### config.mk
export PLATFORM = sky130hd
export DESIGN_NAME = bcr_core_regs
export DESIGN_NICKNAME = d
export VERILOG_FILES = /design/src/hw/bcr_pkg.sv /design/src/hw/bcr_pc_if.sv /design/src/hw/bcr_prog_counter.sv /design/src/hw/bcr_flag_unit.sv /design/src/hw/bcr_core_regs.sv
export SDC_FILE = /design/constraint.sdc
export NUM_CORES = 1
export LEC_CHECK = 0
export BUFFER_PORTS_ARGS = -buffer_cell sky130_fd_sc_hd__buf_4
export CORE_MARGIN = 2
export CORE_UTILIZATION = 40
export DETAILED_ROUTE_END_ITERATION = 8
export REMOVE_ABC_BUFFERS = 1
export SYNTH_ARGS = -nofsm -noshare
export SYNTH_HDL_FRONTEND = slang
export SYNTH_SLANG_ARGS = --single-unit
export TNS_END_PERCENT = 1
### constraint.sdc
create_clock -name clk -period 4.6 [get_ports clk]
set_clock_uncertainty 0.2 [all_clocks]
set_input_delay 0.92 -clock clk [delete_from_list [all_inputs] [get_ports clk]]
set_output_delay 0.92 -clock clk [all_outputs]
set_load 0.02 [all_outputs]
### src/hw/bcr_pkg.sv
// package: register indices, field positions and reset values of the banked core registers
package bcr_pkg;
  localparam logic [8:0] IDX_INDIRECT_B2 = 9'h100;
  localparam logic [8:0] IDX_TIMER_ZERO = 9'h101;
  localparam logic [8:0] IDX_COUNTER_LOW_B2 = 9'h102;
  localparam logic [8:0] IDX_FLAGS_B2 = 9'h103;
  localparam logic [8:0] IDX_POINTER_B2 = 9'h104;
  localparam logic [8:0] IDX_PORT_TWO_LATCH = 9'h106;
  localparam logic [8:0] IDX_UPPER_BUF_B2 = 9'h10a;
  localparam logic [8:0] IDX_IRQ_CTRL_B2 = 9'h10b;
  localparam logic [8:0] IDX_INDIRECT_B3 = 9'h180;
  localparam logic [8:0] IDX_PRESCALE_OPTS = 9'h181;
  localparam logic [8:0] IDX_COUNTER_LOW_B3 = 9'h182;
  localparam logic [8:0] IDX_FLAGS_B3 = 9'h183;
  localparam logic [8:0] IDX_POINTER_B3 = 9'h184;
  localparam logic [8:0] IDX_PORT_TWO_DIR = 9'h186;
  localparam logic [8:0] IDX_UPPER_BUF_B3 = 9'h18a;
  localparam logic [8:0] IDX_IRQ_CTRL_B3 = 9'h18b;
  // low seven bits of the shared core registers, mirrored in every bank
  localparam logic [6:0] OFS_INDIRECT = 7'h00;
  localparam logic [6:0] OFS_COUNTER_LOW = 7'h02;
  localparam logic [6:0] OFS_FLAGS = 7'h03;
  localparam logic [6:0] OFS_POINTER = 7'h04;
  localparam logic [6:0] OFS_UPPER_BUF = 7'h0a;
  localparam logic [6:0] OFS_IRQ_CTRL = 7'h0b;
  // flag register bit positions
  localparam int BIT_CARRY = 0;
  localparam int BIT_NIBBLE_CARRY = 1;
  localparam int BIT_ZERO = 2;
  localparam int BIT_SLEEP = 3;
  localparam int BIT_TIMEOUT = 4;
  localparam int BIT_BANK_LOW = 5;
  localparam int BIT_BANK_HIGH = 6;
  localparam int BIT_INDIRECT_BANK = 7;
  localparam logic [7:0] ALU_FLAG_MASK = 8'h07;
  localparam logic [7:0] RESET_FLAG_MASK = 8'h18;
  localparam logic [7:0] BANK_FLAG_MASK = 8'he0;
  // reset values
  localparam logic [7:0] RST_ZERO = 8'h00;
  localparam logic [7:0] RST_ONES = 8'hff;
  localparam logic [7:0] RST_FLAGS_POR = 8'h18;
  localparam logic [7:0] RST_PORT_TWO_LATCH = 8'h0c;
  localparam logic [4:0] RST_UPPER_BUF = 5'h00;
  localparam logic [12:0] RST_PC = 13'h0000;
  typedef enum logic [1:0] {
    BCR_RST_NONE = 2'b00,
    BCR_RST_POWER = 2'b01,
    BCR_RST_OTHER = 2'b10
  } bcr_rst_kind_t;
endpackage

### src/hw/bcr_pc_if.sv
// interface: counter low byte and upper buffer traffic between core regs and counter
`timescale 1ns/100ps
interface bcr_pc_if;
  logic wr_low;
  logic [7:0] wr_data;
  logic load_full;
  logic [12:0] load_value;
  logic step;
  logic [4:0] upper_buf;
  logic [12:0] pc;
  modport regs (output wr_low, output wr_data, output upper_buf, input pc);
  modport counter (input wr_low, input wr_data, input upper_buf, input load_full,
    input load_value, input step, output pc);
  modport core (output load_full, output load_value, output step);
endinterface

### src/hw/bcr_prog_counter.sv
// program counter: low byte write loads upper part from the write buffer
`timescale 1ns/100ps
module bcr_prog_counter (
  input wire logic clk,
  input wire logic sys_rst,
  bcr_pc_if.counter pcb
);
  typedef struct packed {
    logic [12:0] pc;
  } bcr_pc_state_t;
  bcr_pc_state_t st_q;
  bcr_pc_state_t st_d;

  // a direct low byte write takes the upper bits from the buffer; a jump loads the full load_value
  always_comb begin
    st_d = st_q;
    if (pcb.wr_low) begin
      st_d.pc = {pcb.upper_buf, pcb.wr_data};
    end else if (pcb.load_full) begin
      st_d.pc = pcb.load_value;
    end else if (pcb.step) begin
      st_d.pc = 13'(st_q.pc + 13'h0001);
    end
  end

  always_ff @(posedge clk) begin
    if (sys_rst) begin
      st_q.pc <= bcr_pkg::RST_PC;
    end else begin
      st_q <= st_d;
    end
  end

  assign pcb.pc = st_q.pc;
endmodule // bcr_prog_counter

### src/hw/bcr_flag_unit.sv
// flag register: protected reset flags, alu flag override, clear behaviour
`timescale 1ns/100ps
module bcr_flag_unit (
  input wire logic clk,
  input wire logic sys_rst,
  input wire bcr_pkg::bcr_rst_kind_t rst_kind,
  input wire logic wr_en,
  input wire logic [7:0] wr_data,
  input wire logic alu_upd,
  input wire logic [2:0] alu_flags,
  input wire logic [2:0] alu_flag_sel,
  input wire logic sleep_enter,
  input wire logic wdt_clear,
  input wire logic wdt_timeout,
  output logic [7:0] flags
);
  typedef struct packed {
    logic [7:0] f;
  } bcr_flag_state_t;
  bcr_flag_state_t st_q;
  bcr_flag_state_t st_d;
  logic [7:0] alu_mask;

  always_comb begin
    alu_mask = {5'h00, alu_flag_sel};
    st_d = st_q;
    // software reaches only bank and alu bits; reset flags never take data
    if (wr_en) begin
      st_d.f = (st_q.f & bcr_pkg::RESET_FLAG_MASK) | (wr_data & ~bcr_pkg::RESET_FLAG_MASK);
      if (alu_upd) begin
        st_d.f = (st_d.f & ~alu_mask) | (st_q.f & alu_mask);
      end
    end
    // alu result wins over the data write for the flags it computes
    if (alu_upd) begin
      st_d.f = (st_d.f & ~alu_mask) | ({5'h00, alu_flags} & alu_mask);
    end
    if (sleep_enter) begin
      st_d.f[bcr_pkg::BIT_SLEEP] = 1'b0;
      st_d.f[bcr_pkg::BIT_TIMEOUT] = 1'b1;
    end else if (wdt_clear) begin
      st_d.f[bcr_pkg::BIT_SLEEP] = 1'b1;
      st_d.f[bcr_pkg::BIT_TIMEOUT] = 1'b1;
    end
    if (wdt_timeout) begin
      st_d.f[bcr_pkg::BIT_TIMEOUT] = 1'b0;
    end
  end

  // other resets keep alu flags and reset flags, clear bank bits
  always_ff @(posedge clk) begin
    if (sys_rst || rst_kind == bcr_pkg::BCR_RST_POWER) begin
      st_q.f <= bcr_pkg::RST_FLAGS_POR;
    end else if (rst_kind == bcr_pkg::BCR_RST_OTHER) begin
      st_q.f <= st_q.f & ~bcr_pkg::BANK_FLAG_MASK;
    end else begin
      st_q <= st_d;
    end
  end

  assign flags = st_q.f;
endmodule // bcr_flag_unit

### src/hw/bcr_core_regs.sv
// banked core registers for banks 2 and 3 with shared core registers
// How it works
// - unmapped locations read zero, writes ignored
// - only counter low byte is register-visible
// - five-bit upper buffer loads counter upper part
// - pin and watchdog resets keep marked fields
// - shared core registers identical across four banks
// - SMALL_PACKAGE parameter is unused; port two reads the same in every build
// - flags hold alu, reset cause, bank bits
// - alu-updated flags ignore the data write
// - timeout and sleep flags ignore writes
// - clear op zeros bank bits, sets zero
// - subtract carry flags are inverted borrows
`timescale 1ns/100ps
module bcr_core_regs #(
  parameter bit SMALL_PACKAGE = 1'b0
) (
  input wire logic clk,
  input wire logic sys_rst,
  input wire logic external_reset_pin,
  input wire logic power_up_rst,
  input wire logic wdt_timeout,
  input wire logic wdt_clear,
  input wire logic sleep_enter,
  input wire logic indirect,
  input wire logic [6:0] operand,
  input wire logic rd_en,
  output logic [7:0] rd_data,
  output logic rd_hit,
  output logic [8:0] reg_index,
  input wire logic wr_en,
  input wire logic [7:0] wr_data,
  input wire logic clear_op,
  input wire logic alu_upd,
  input wire logic [2:0] alu_flag_sel,
  input wire logic alu_sub,
  input wire logic [7:0] alu_a,
  input wire logic [7:0] alu_b,
  output logic [7:0] alu_result,
  input wire logic pc_load,
  input wire logic [12:0] pc_load_value,
  input wire logic pc_step,
  output logic [12:0] pc,
  input wire logic [7:0] port_two_pins,
  input wire logic [7:0] timer_zero_in,
  input wire logic timer_zero_tick,
  output logic [7:0] port_two_latch,
  output logic [7:0] port_two_dir,
  output logic [7:0] prescale_opts,
  output logic [7:0] irq_ctrl,
  output logic [7:0] flags
);
  typedef struct packed {
    logic [7:0] timer;
    logic [7:0] pointer;
    logic [7:0] latch;
    logic [4:0] upper_buf;
    logic [7:0] irq;
    logic [7:0] opts;
    logic [7:0] dir;
    bcr_pkg::bcr_rst_kind_t rst_kind;
  } bcr_state_t;

  bcr_state_t st_q;
  bcr_state_t st_d;
  bcr_pc_if pcb ();
  logic [8:0] idx;
  logic [8:0] alu_sum;
  logic [4:0] alu_nib;
  logic [2:0] alu_flags;
  logic [7:0] flag_wr;
  logic flag_wr_en;
  logic counter_wr;
  logic [7:0] rd_mux;
  logic hit;

  // shared core register seen through any bank
  function automatic logic is_shared(input logic [8:0] i, input logic [6:0] ofs);
    return i[6:0] == ofs;
  endfunction

  // direct index joins bank bits with operand; indirect uses pointer and its bank bit
  always_comb begin
    if (indirect) begin
      idx = {flags[bcr_pkg::BIT_INDIRECT_BANK], st_q.pointer};
    end else begin
      idx = {flags[bcr_pkg::BIT_BANK_HIGH], flags[bcr_pkg::BIT_BANK_LOW], operand};
    end
  end

  // alu: subtraction adds the two's complement, so carries become inverted borrows
  always_comb begin
    if (alu_sub) begin
      alu_sum = 9'({1'b0, alu_a} + {1'b0, ~alu_b} + 9'h001);
      alu_nib = 5'({1'b0, alu_a[3:0]} + {1'b0, ~alu_b[3:0]} + 5'h01);
    end else begin
      alu_sum = 9'({1'b0, alu_a} + {1'b0, alu_b});
      alu_nib = 5'({1'b0, alu_a[3:0]} + {1'b0, alu_b[3:0]});
    end
    alu_flags = {alu_sum[7:0] == 8'h00, alu_nib[4], alu_sum[8]};
  end
  assign alu_result = alu_sum[7:0];

  // read decode; the counter upper byte has no location of its own
  always_comb begin
    rd_mux = 8'h00;
    hit = 1'b1;
    if (is_shared(idx, bcr_pkg::OFS_INDIRECT)) begin
      rd_mux = 8'h00; // indirect through the pointer to itself reads zero
    end else if (is_shared(idx, bcr_pkg::OFS_COUNTER_LOW)) begin
      rd_mux = pcb.pc[7:0];
    end else if (is_shared(idx, bcr_pkg::OFS_FLAGS)) begin
      rd_mux = flags;
    end else if (is_shared(idx, bcr_pkg::OFS_POINTER)) begin
      rd_mux = st_q.pointer;
    end else if (is_shared(idx, bcr_pkg::OFS_UPPER_BUF)) begin
      rd_mux = {3'h0, st_q.upper_buf};
    end else if (is_shared(idx, bcr_pkg::OFS_IRQ_CTRL)) begin
      rd_mux = st_q.irq;
    end else begin
      case (idx)
        bcr_pkg::IDX_TIMER_ZERO: rd_mux = st_q.timer;
        bcr_pkg::IDX_PORT_TWO_LATCH: rd_mux = port_two_pins;
        bcr_pkg::IDX_PRESCALE_OPTS: rd_mux = st_q.opts;
        bcr_pkg::IDX_PORT_TWO_DIR: rd_mux = st_q.dir;
        default: begin
          rd_mux = 8'h00;
          hit = 1'b0;
        end
      endcase
    end
    // only banks 2 and 3 are local apart from the shared registers
    if (!idx[8] && hit && !(is_shared(idx, bcr_pkg::OFS_INDIRECT)
        || is_shared(idx, bcr_pkg::OFS_COUNTER_LOW) || is_shared(idx, bcr_pkg::OFS_FLAGS)
        || is_shared(idx, bcr_pkg::OFS_POINTER) || is_shared(idx, bcr_pkg::OFS_UPPER_BUF)
        || is_shared(idx, bcr_pkg::OFS_IRQ_CTRL))) begin
      rd_mux = 8'h00;
      hit = 1'b0;
    end
  end

  // read data is zero unless rd_en; SMALL_PACKAGE does not change the read path
  assign rd_data = rd_en ? rd_mux : 8'h00;
  assign rd_hit = rd_en & hit;
  assign reg_index = idx;

  // flag writes: clear op zeros bank bits, carries write back their own value so
  // they stay put, zero flag is forced through the alu path
  always_comb begin
    flag_wr_en = (wr_en || clear_op) && is_shared(idx, bcr_pkg::OFS_FLAGS);
    flag_wr = clear_op ? (flags & bcr_pkg::ALU_FLAG_MASK) : wr_data;
  end

  bcr_flag_unit u_flags (
    .clk(clk),
    .sys_rst(sys_rst),
    .rst_kind(st_q.rst_kind),
    .wr_en(flag_wr_en),
    .wr_data(flag_wr),
    .alu_upd(alu_upd || clear_op),
    .alu_flags(clear_op ? 3'b100 : alu_flags),
    .alu_flag_sel(clear_op ? 3'b100 : alu_flag_sel),
    .sleep_enter(sleep_enter),
    .wdt_clear(wdt_clear),
    .wdt_timeout(wdt_timeout),
    .flags(flags)
  );

  assign counter_wr = wr_en && hit && is_shared(idx, bcr_pkg::OFS_COUNTER_LOW);
  // a pending reset of either kind reloads the counter; it beats any write that cycle
  assign pcb.wr_low = counter_wr && st_q.rst_kind == bcr_pkg::BCR_RST_NONE;
  assign pcb.wr_data = wr_data;
  assign pcb.upper_buf = st_q.upper_buf;
  assign pcb.load_full = pc_load || st_q.rst_kind != bcr_pkg::BCR_RST_NONE;
  assign pcb.load_value = (st_q.rst_kind != bcr_pkg::BCR_RST_NONE) ? bcr_pkg::RST_PC
    : pc_load_value;
  assign pcb.step = pc_step;

  bcr_prog_counter u_pc (
    .clk(clk),
    .sys_rst(sys_rst),
    .pcb(pcb)
  );

  // register writes and reset classification
  always_comb begin
    st_d = st_q;
    if (power_up_rst) begin
      st_d.rst_kind = bcr_pkg::BCR_RST_POWER;
    end else if (external_reset_pin || wdt_timeout) begin
      st_d.rst_kind = bcr_pkg::BCR_RST_OTHER;
    end else begin
      st_d.rst_kind = bcr_pkg::BCR_RST_NONE;
    end
    if (timer_zero_tick) begin
      st_d.timer = timer_zero_in;
    end
    if (wr_en && hit) begin
      if (is_shared(idx, bcr_pkg::OFS_POINTER)) begin
        st_d.pointer = wr_data;
      end else if (is_shared(idx, bcr_pkg::OFS_UPPER_BUF)) begin
        st_d.upper_buf = wr_data[4:0];
      end else if (is_shared(idx, bcr_pkg::OFS_IRQ_CTRL)) begin
        st_d.irq = wr_data;
      end else begin
        case (idx)
          bcr_pkg::IDX_TIMER_ZERO: st_d.timer = wr_data;
          bcr_pkg::IDX_PORT_TWO_LATCH: st_d.latch = wr_data;
          bcr_pkg::IDX_PRESCALE_OPTS: st_d.opts = wr_data;
          bcr_pkg::IDX_PORT_TWO_DIR: st_d.dir = wr_data;
          default: st_d.latch = st_q.latch;
        endcase
      end
    end
    // power-up and other resets: values from the reset column
    if (st_q.rst_kind != bcr_pkg::BCR_RST_NONE) begin
      st_d.upper_buf = bcr_pkg::RST_UPPER_BUF;
      st_d.irq = {7'h00, st_q.irq[0]};
      st_d.opts = bcr_pkg::RST_ONES;
      st_d.dir = bcr_pkg::RST_ONES;
      st_d.latch = (st_q.latch & ~bcr_pkg::RST_PORT_TWO_LATCH) | bcr_pkg::RST_PORT_TWO_LATCH;
    end
  end

  always_ff @(posedge clk) begin
    if (sys_rst) begin
      st_q.timer <= bcr_pkg::RST_ZERO;
      st_q.pointer <= bcr_pkg::RST_ZERO;
      st_q.latch <= bcr_pkg::RST_PORT_TWO_LATCH;
      st_q.upper_buf <= bcr_pkg::RST_UPPER_BUF;
      st_q.irq <= bcr_pkg::RST_ZERO;
      st_q.opts <= bcr_pkg::RST_ONES;
      st_q.dir <= bcr_pkg::RST_ONES;
      st_q.rst_kind <= bcr_pkg::BCR_RST_NONE;
    end else begin
      st_q <= st_d;
    end
  end

  assign pc = pcb.pc;
  assign port_two_latch = st_q.latch;
  assign port_two_dir = st_q.dir;
  assign prescale_opts = st_q.opts;
  assign irq_ctrl = st_q.irq;
endmodule // bcr_core_regs

==> metrics.yaml, run 1 <==
sta:
  max_slew_margin: 0.376
  timing.fmax_ghz: 0.230
  finalMaxSlewViolations: 0
  setup_violations: 0
  hold_violations: 0
  min_period_over_period: 0.946
  setup_repair_after_global_routing_missed_its_margin: "false"
  worst-slew-pin-transition_ns: 0.927
  fin_tns_setup_ns: 0
  period_minus_slack_ns: 4.35
grt:
  antenna_found_initial: 0
  vias_in_the_first_global_route: 5346
  grt_start_max_net_pins: 32
  grt_use_total: 0.266
  grt-ovfl-total: 0
  grt_first_pass_wirelength_um: 29500
detailed_routing:
  wl_um: 19500
  detail_route.wl_per_cell_um: 20.1
  antenna_left: 0
  detail_route.iter0.violations: 454
  detailroute.via_count: 5565
  first_pass_iters: 5
  vias_per_cell: 5.73
  drc: 0
synth:
  synth_top_cells_by_area: "sky130_fd_sc_hd__dfxtp_1 28%, sky130_fd_sc_hd__mux2i_1 9.3%, sky130_fd_sc_hd__nand2_1 7.2%, sky130_fd_sc_hd__buf_4 4.6%, sky130_fd_sc_hd__nor2_1 4.3%"
  synth_top_area_cell: "sky130_fd_sc_hd__dfxtp_1"
  syn_area_per_cell_um2: 7.83
  post_synth_instance_area_mm2: 0.00538
  number_of_synthesized_flops_with_an_enable_pin: 0
  yosysUniqueCellTypes: 69
  post-synth-top-area-fraction: 0.283
  number_of_flip_flops_and_latches_in_the_synthesized_netlist: 76
  async_reset_ff_frac: 0
  synth_most_common_cell: "sky130_fd_sc_hd__nand2_1"
  ys_seq_area_frac: 0.283
  ys_top_cells_by_count: "103 x sky130_fd_sc_hd__nand2_1, 76 x sky130_fd_sc_hd__dfxtp_1, 62 x sky130_fd_sc_hd__nor2_1, 50 x sky130_fd_sc_hd__mux2i_1, 45 x sky130_fd_sc_hd__a21oi_1"
  synth-main-ff-cell: "sky130_fd_sc_hd__dfxtp_1"
  syn_inst: 687
  yosysWarnings: 0
clocking:
  cts-hold-fix-buffers: 0
  cts_tree: "done"
  clock-root-buffer: "sky130_fd_sc_hd__clkbuf_16"
  cts-root-to-sink-buffers: 2
  ctsResizeCount: 0
  clkSinkCount: 76
  clkSlewWorstSetupHoldPaths_ns: 0.06
  insertion_delay_ns: 0.35
  cts-buffers-inserted: 9
  cts_setup_buffers: 0
  htree_num_levels: 3
floorplan:
  floorplan.die.width_um: 120
  initial_utilization: 0.408
  ios: 158
  floorplan.die_area_mm2: 0.0144
  core-area_mm2: 0.0132
  die_h_um: 120
  rows: 42
final_layout:
  diodes: 0
  p_r_area_growth_vs_syn_pct: 25.2
  nFillCells: 1326
  post_layout_nonfiller_instances: 972
  drive_above_1_share: 0.260
  layout.nets: 889
pwr:
  power_switching_share: 0.302
  total_leakage_power_nw: 3.00
  share_seq_of_total_power: 0.385
  clock_power_share: 0.404
  power_frac_comb: 0.211
  irDropWorstVdd_v: 0.000163
  pwr_density_cell_mw_per_mm2: 269
  internal-power_w: 0.00127
  netSwitchingPower_w: 0.000548
place:
  placedCellCount: 956
  dp_hpwl_um: 15200
  final_weighted_congestion_in_routability_driven_placement: 0.967
  port-buffer-count: 157
worst_setup_path:
  critPathCaptureType: "output pin"
  crit_path_largest_cell_delay_ns: 0.55
  path_cells: "buf_4 > or4b_1 > a22o_1 > a211oi_4 > buf_4 > a22oi_1 > a31oi_1 > buf_4"
  category_of_the_worst_setup_path_launch_point: "input port"
  worstPathBufferInverterCount: 3
  cp_slowest_cell: "sky130_fd_sc_hd__or4b_1"
  worstPathRequired_ns: 3.48
  path_common_cell: "sky130_fd_sc_hd__buf_4"
  timing.critical_path.fanout_max: 28
  delay_heaviest_family_cp: "compound AO/OA/AOI/OAI gates"
  timing.critical_path.arrival_ns: 3.23
  worst-setup-path-type: "in -> out"
job:
  maxCapViolations: 0
outcome:
  run_status: "complete, no violations"
worst_hold_path:
  worst_hold_path_type: "reg -> reg"
## power groups by stage
stage | clock network (W) | logic [W] | registers, W
after CTS | 0.000746 | 0.000381 | 0.000697
after global routing | 0.000771 | 0.000413 | 0.000699
after global placement | 0 | 0.000377 | 0.000712
final | 0.000733 | 0.000383 | 0.000698
after detailed placement | 0 | 0.000378 | 0.000712
after floorplan | 0 | 0.000182 | 0.000714
## flip-flops by register name, summed over array words and instances, names as in the netlist
| register | cells |
|---|---|
| irq_ctrl | 8 |
| pcb.upper_buf | 5 |
| port_two_dir | 8 |
| port_two_latch | 8 |
| prescale_opts | 8 |
| st_q | 18 |
| u_flags.flags | 8 |
| u_pc.pcb.pc | 13 |
## per-layer routing
metal | wire (um) | vias up | GRT usage
li1 | - | 2650 | -
met5 | 0 | - | 0
met1 | 7970 | 2605 | 0.319
met4 | 613 | 0 | 0.113
met3 | 1390 | 39 | 0.0528
met2 | 9510 | 271 | 0.460
## placed cells by master, fill, tap and decap left out, types with 7 or more instances in the layout
cell type and instances:
sky130_fd_sc_hd__a211oi_1 15, sky130_fd_sc_hd__a21oi_1 45, sky130_fd_sc_hd__a22oi_1 12, sky130_fd_sc_hd__buf_4 167, sky130_fd_sc_hd__clkbuf_16 9, sky130_fd_sc_hd__dfxtp_1 76, sky130_fd_sc_hd__ha_1 17, sky130_fd_sc_hd__inv_1 21
sky130_fd_sc_hd__mux2_2 7, sky130_fd_sc_hd__mux2i_1 50, sky130_fd_sc_hd__nand2_1 103, sky130_fd_sc_hd__nand2b_1 8, sky130_fd_sc_hd__nand3_1 17, sky130_fd_sc_hd__nor2_1 62, sky130_fd_sc_hd__nor2b_1 8, sky130_fd_sc_hd__nor3_1 9
sky130_fd_sc_hd__o21ai_0 27, sky130_fd_sc_hd__xor2_1 7
## stage by stage
stage	hold slack (ns)	worst slack, ns	total power [W]	instance area (um2)	util
after floorplan	0.244	0.449	0.000896	4940	-
after global placement	0.257	0.367	0.00109	6420	0.487
after detailed placement	0.266	0.336	0.00109	6420	0.487
after CTS	0.277	0.320	0.00182	6730	0.510
after global routing	0.302	0.191	0.00188	6730	0.510
final	0.276	0.247	0.00181	6730	0.510
## final timing paths
kind | from | endpoint | slack, ns | cells after the start
setup / recovery | indirect | rd_data[6] | 0.25 | 8
hold / removal | port_two_latch[2]$_SDFFE_PP1P_ | port_two_latch[2]$_SDFFE_PP1P_ | 0.28 | 2
setup reg to reg | st_q[43]$_SDFFE_PP0P_ | prescale_opts[5]$_SDFFE_PP1P_ | 1.48 | 7
hold reg to reg | port_two_latch[2]$_SDFFE_PP1P_ | port_two_latch[2]$_SDFFE_PP1P_ | 0.28 | 2
## tightest hold or removal path, delay by kind of cell (launching register included)
| kind | cells | cell delay, ns |
|---|---|---|
| and+or+nand+nor | 2 | 0.11 |
| DFF | 1 | 0.31 |
## layout make-up
cell class	instances	area, um2	area share
clock buffer	9	225	0.0335
clock inverter	7	83.8	0.0125
inverter	22	82.6	0.0123
multi-input combinational	515	3340	0.497
sequential	76	1520	0.226
tap	176	220	0.0327
timing repair buffer	167	1250	0.186
## cells by family after synthesis
family	count (synthesis)	synth area share
fa+ha+maj	19	0.0470
mux	57	0.108
flops	76	0.283
simple gates	257	0.227
compound gates	171	0.221
buf+inv	96	0.0959
xor+xnor	11	0.0179
Power figures use the tool's default switching activity.
==> run 2: changes to the inputs <==
--- a/config.mk
+++ b/config.mk
@@ -5,10 +5,13 @@
 export SDC_FILE = /design/constraint.sdc
 export NUM_CORES = 1
 export LEC_CHECK = 0
+export ABC_AREA = 1
 export BUFFER_PORTS_ARGS = -buffer_cell sky130_fd_sc_hd__buf_4
+export CAP_MARGIN = 15
 export CORE_MARGIN = 2
-export CORE_UTILIZATION = 40
+export CORE_UTILIZATION = 50
 export DETAILED_ROUTE_END_ITERATION = 8
+export PLACE_DENSITY = 0.77
 export REMOVE_ABC_BUFFERS = 1
 export SYNTH_ARGS = -nofsm -noshare
 export SYNTH_HDL_FRONTEND = slang
==> metrics.yaml, run 2 <==
detailed_routing:
  detail_route.wl_per_cell_um: 15.4  # was 20.1 um
  vias_per_cell: 5.29  # was 5.73
  first_pass_iters: 6  # was 5
  wl_um: 18200  # was 19,500 um
  antenna_left: 0  # unchanged
  detailroute.via_count: 6269  # was 5,565
  detail_route.iter0.violations: 607  # was 454
  drc: 0  # unchanged
pwr:
  power_switching_share: 0.326  # was 0.302
  total_leakage_power_nw: 3.58  # was 3.00 nW
  pwr_density_cell_mw_per_mm2: 258  # was 269 mW/mm2
  internal-power_w: 0.00121  # was 0.00127 W
  share_seq_of_total_power: 0.385  # about the same
  irDropWorstVdd_v: 0.000312  # was 0.000163 V
  netSwitchingPower_w: 0.000588  # was 0.000548 W
  clock_power_share: 0.380  # was 0.404
  power_frac_comb: 0.235  # was 0.211
worst_setup_path:
  delay_heaviest_family_cp: "simple AND/OR/NAND/NOR gates"  # was compound AO/OA/AOI/OAI gates
  ff2ff_path_depth: 12  # was 7
  worst-setup-path-type: "in -> out"  # unchanged
  critPathCaptureType: "output pin"  # unchanged
  regToRegEndpoint: "u_pc.pcb.pc[2]$_SDFFE_PP0P_"  # was prescale_opts[5]$_SDFFE_PP1P_
  path_common_cell: "sky130_fd_sc_hd__nand2_1"  # was sky130_fd_sc_hd__buf_4
  cp_slowest_cell: "sky130_fd_sc_hd__nor2_2"  # was sky130_fd_sc_hd__or4b_1
  path_cells: "buf_4 > nand2_1 > inv_1 > nor2_4 > nand2_1 > nor2_1 > nand2_1 > nor2_2 > nand2_1 > o21ai_0 > nor2_1 > nand2_1 > nand2_1 > a21oi_1 > buf_4"  # was buf_4 > or4b_1 > a22o_1 > a211oi_4 > buf_4 > a22oi_1 > a31oi_1 > buf_4
  category_of_the_worst_setup_path_launch_point: "input port"  # unchanged
  worstPathRequired_ns: 3.48  # about the same
  worstPathBufferInverterCount: 3  # unchanged
  cp_num_cells: 15  # was 8
  crit_path_largest_cell_delay_ns: 0.39  # was 0.55 ns
  timing.critical_path.fanout_max: 22  # was 28
  crit-reg2reg-launch: "st_q[39]$_SDFFE_PP0P_"  # was st_q[43]$_SDFFE_PP0P_
  register_to_register_path_setup_slack_ns: 2.07  # was 1.48 ns
  timing.critical_path.arrival_ns: 2.94  # was 3.23 ns
worst_hold_path:
  worst_hold_path_type: "reg -> reg"  # unchanged
  min_to: "port_two_latch[6]$_SDFFE_PP0P_"  # was port_two_latch[2]$_SDFFE_PP1P_
  number_of_instances_on_the_worst_hold_path: 2  # unchanged
  min_from: "port_two_latch[6]$_SDFFE_PP0P_"  # was port_two_latch[2]$_SDFFE_PP1P_
synth:
  synth_most_common_cell: "sky130_fd_sc_hd__nand2_1"  # unchanged
  synth_top_family_by_area: "simple AND/OR/NAND/NOR gates"  # unchanged
  number_of_flip_flops_and_latches_in_the_synthesized_netlist: 76  # unchanged
  synth_top_area_cell: "sky130_fd_sc_hd__dfxtp_1"  # unchanged
  syn_inst: 927  # was 687
  synth-main-ff-cell: "sky130_fd_sc_hd__dfxtp_1"  # unchanged
  ys_top_cells_by_count: "261 x sky130_fd_sc_hd__nand2_1, 116 x sky130_fd_sc_hd__inv_1, 83 x sky130_fd_sc_hd__nor2_1, 78 x sky130_fd_sc_hd__o21ai_0, 76 x sky130_fd_sc_hd__dfxtp_1"  # was 103 x sky130_fd_sc_hd__nand2_1, 76 x sky130_fd_sc_hd__dfxtp_1, 62 x sky130_fd_sc_hd__nor2_1, 50 x sky130_fd_sc_hd__mux2i_1, 45 x sky130_fd_sc_hd__a21oi_1
  syn_area_per_cell_um2: 6.14  # was 7.83 um2
  post-synth-top-area-fraction: 0.267  # was 0.283
  ys_seq_area_frac: 0.267  # was 0.283
  post_synth_instance_area_mm2: 0.00569  # was 0.00538 mm2
  synth_top_cells_by_area: "sky130_fd_sc_hd__dfxtp_1 27%, sky130_fd_sc_hd__nand2_1 17%, sky130_fd_sc_hd__inv_1 7.7%, sky130_fd_sc_hd__o21ai_0 6.9%, sky130_fd_sc_hd__nand3_1 5.5%"  # was sky130_fd_sc_hd__dfxtp_1 28%, sky130_fd_sc_hd__mux2i_1 9.3%, sky130_fd_sc_hd__nand2_1 7.2%, sky130_fd_sc_hd__buf_4 4.6%, sky130_fd_sc_hd__nor2_1 4.3%
  async_reset_ff_frac: 0  # unchanged
  muxShareOfSynthArea: 0  # was 0.108
  yosysWarnings: 0  # unchanged
  adder_and_majority_gate_portion_of_the_synthesized_area: 0.0444  # was 0.0470
  synthXorXnorAreaFrac: 0.0123  # was 0.0179
  number_of_synthesized_flops_with_an_enable_pin: 0  # unchanged
  synth-simple-area-share: 0.357  # was 0.227
  synth_compound_area_frac: 0.174  # was 0.221
  yosysUniqueCellTypes: 45  # was 69
final_layout:
  drive_above_1_share: 0.207  # was 0.260
  p_r_area_growth_vs_syn_pct: 22.9  # was 25.2%
  layout_commonest_cell: "sky130_fd_sc_hd__nand2_1"  # was sky130_fd_sc_hd__buf_4
  post_layout_nonfiller_instances: 1185  # was 972
  reg.largest.list: "st_q (18), u_pc.pcb.pc (13)"  # unchanged
  number_of_flip_flops_under_the_largest_register_name: 18  # unchanged
  layout.nets: 1138  # was 889
  diodes: 0  # unchanged
  largest-register: "st_q"  # unchanged
  layout_common_cells: "261 x sky130_fd_sc_hd__nand2_1, 159 x sky130_fd_sc_hd__buf_4, 116 x sky130_fd_sc_hd__inv_1"  # was 167 x sky130_fd_sc_hd__buf_4, 103 x sky130_fd_sc_hd__nand2_1, 76 x sky130_fd_sc_hd__dfxtp_1
floorplan:
  floorplan.die_area_mm2: 0.0122  # was 0.0144 mm2
  die_h_um: 111  # was 120 um
  ios: 158  # unchanged
  core-area_mm2: 0.0110  # was 0.0132 mm2
  floorplan.die.width_um: 111  # was 120 um
  rows: 38  # was 42
  initial_utilization: 0.518  # was 0.408
place:
  port-buffer-count: 157  # unchanged
  dp_hpwl_um: 14100  # was 15,200 um
  placedCellCount: 1169  # was 956
  final_weighted_congestion_in_routability_driven_placement: 0.976  # was 0.967
clocking:
  cts-root-to-sink-buffers: 2  # unchanged
  cts_setup_buffers: 0  # unchanged
  insertion_delay_ns: 0.35  # about the same
  cts-buffers-inserted: 9  # unchanged
  clkSinkCount: 76  # unchanged
  cts_tree: "done"  # unchanged
  htree_num_levels: 3  # unchanged
  cts-hold-fix-buffers: 0  # unchanged
  ctsResizeCount: 0  # unchanged
  clkSlewWorstSetupHoldPaths_ns: 0.06  # about the same
  clock-root-buffer: "sky130_fd_sc_hd__clkbuf_16"  # unchanged
sta:
  fin_tns_setup_ns: 0  # unchanged
  finalMaxSlewViolations: 0  # unchanged
  timing.fmax_ghz: 0.246  # was 0.230 GHz
  worst-slew-pin-transition_ns: 0.933  # was 0.927 ns
  setup_violations: 0  # unchanged
  setup_repair_after_global_routing_missed_its_margin: "false"  # unchanged
  period_minus_slack_ns: 4.06  # was 4.35 ns
  hold_violations: 0  # unchanged
  max_slew_margin: 0.376  # about the same
  min_period_over_period: 0.882  # was 0.946
outcome:
  run_status: "complete, no violations"  # unchanged
job:
  maxCapViolations: 0  # unchanged
grt:
  grt_first_pass_wirelength_um: 29400  # was 29,500 um
  antenna_found_initial: 0  # unchanged
  grt_use_total: 0.296  # was 0.266
  grt_start_max_net_pins: 31  # was 32
  grt-ovfl-total: 0  # unchanged
  vias_in_the_first_global_route: 5841  # was 5,346
## run 2: area by class of cell
class,count,area (um2)
fill,1050,4000
multi-input combinational,669,3340
sequential,76,1520
timing repair buffer,159,1190
inverter,125,472
clock buffer,9,225
tap,140,175
clock inverter,7,58.8
## run 2: tightest hold or removal path: stages, from the launching register on
cell                      delay (ns)
sky130_fd_sc_hd__dfxtp_1        0.31
sky130_fd_sc_hd__nand2_1        0.06
sky130_fd_sc_hd__a21oi_1        0.05
## run 2: kinds of logic (layout without fill, tap and decap cells)
family	Yosys count	count (layout)
AOI/OAI and AO/OA	182	182
xor gates and xnor gates	8	8
adders and majority gates	19	19
buffers and inverters	182	300
DFF	76	76
and+or+nand+nor	460	460
## run 2: stage by stage
stage | power (W) | cell area [um2] | worst slack, ns | utilization | hold slack, ns
floorplan | 0.000942 | 5340 | 0.967 | - | 0.264
global placement | 0.00112 | 6700 | 0.609 | 0.610 | 0.257
detailed placement | 0.00112 | 6700 | 0.607 | 0.610 | 0.259
CTS | 0.00180 | 6990 | 0.599 | 0.636 | 0.271
global route | 0.00188 | 6990 | 0.271 | 0.636 | 0.287
finish | 0.00180 | 6990 | 0.543 | 0.636 | 0.266
## run 2: power by group through the flow
| stage | registers (W) | logic, W | clock network [W] |
|---|---|---|---|
| 5_1_grt | 0.000696 | 0.000468 | 0.000720 |
| 4_1_cts | 0.000693 | 0.000419 | 0.000688 |
| 3_5_place_dp | 0.000708 | 0.000416 | 0 |
| 2_1_floorplan | 0.000718 | 0.000224 | 0 |
| 3_3_place_gp | 0.000708 | 0.000413 | 0 |
| 6_report | 0.000694 | 0.000423 | 0.000684 |
## run 2: how the worst max path moves through the flow
stage | from | endpoint | slack, ns
floorplan | operand[1] | rd_data[1] | 0.97
global placement | indirect | rd_data[3] | 0.61
detailed placement | indirect | rd_data[3] | 0.61
CTS | indirect | rd_data[3] | 0.60
global route | indirect | rd_data[2] | 0.27
finish | indirect | rd_data[0] | 0.54
## run 2: metal layers
metal	vias to the layer above	GRT usage	wire length, um
li1	3176	-	-
met1	2763	0.386	7850
met2	277	0.469	8210
met3	53	0.0733	1520
met4	0	0.120	650
met5	-	0	0
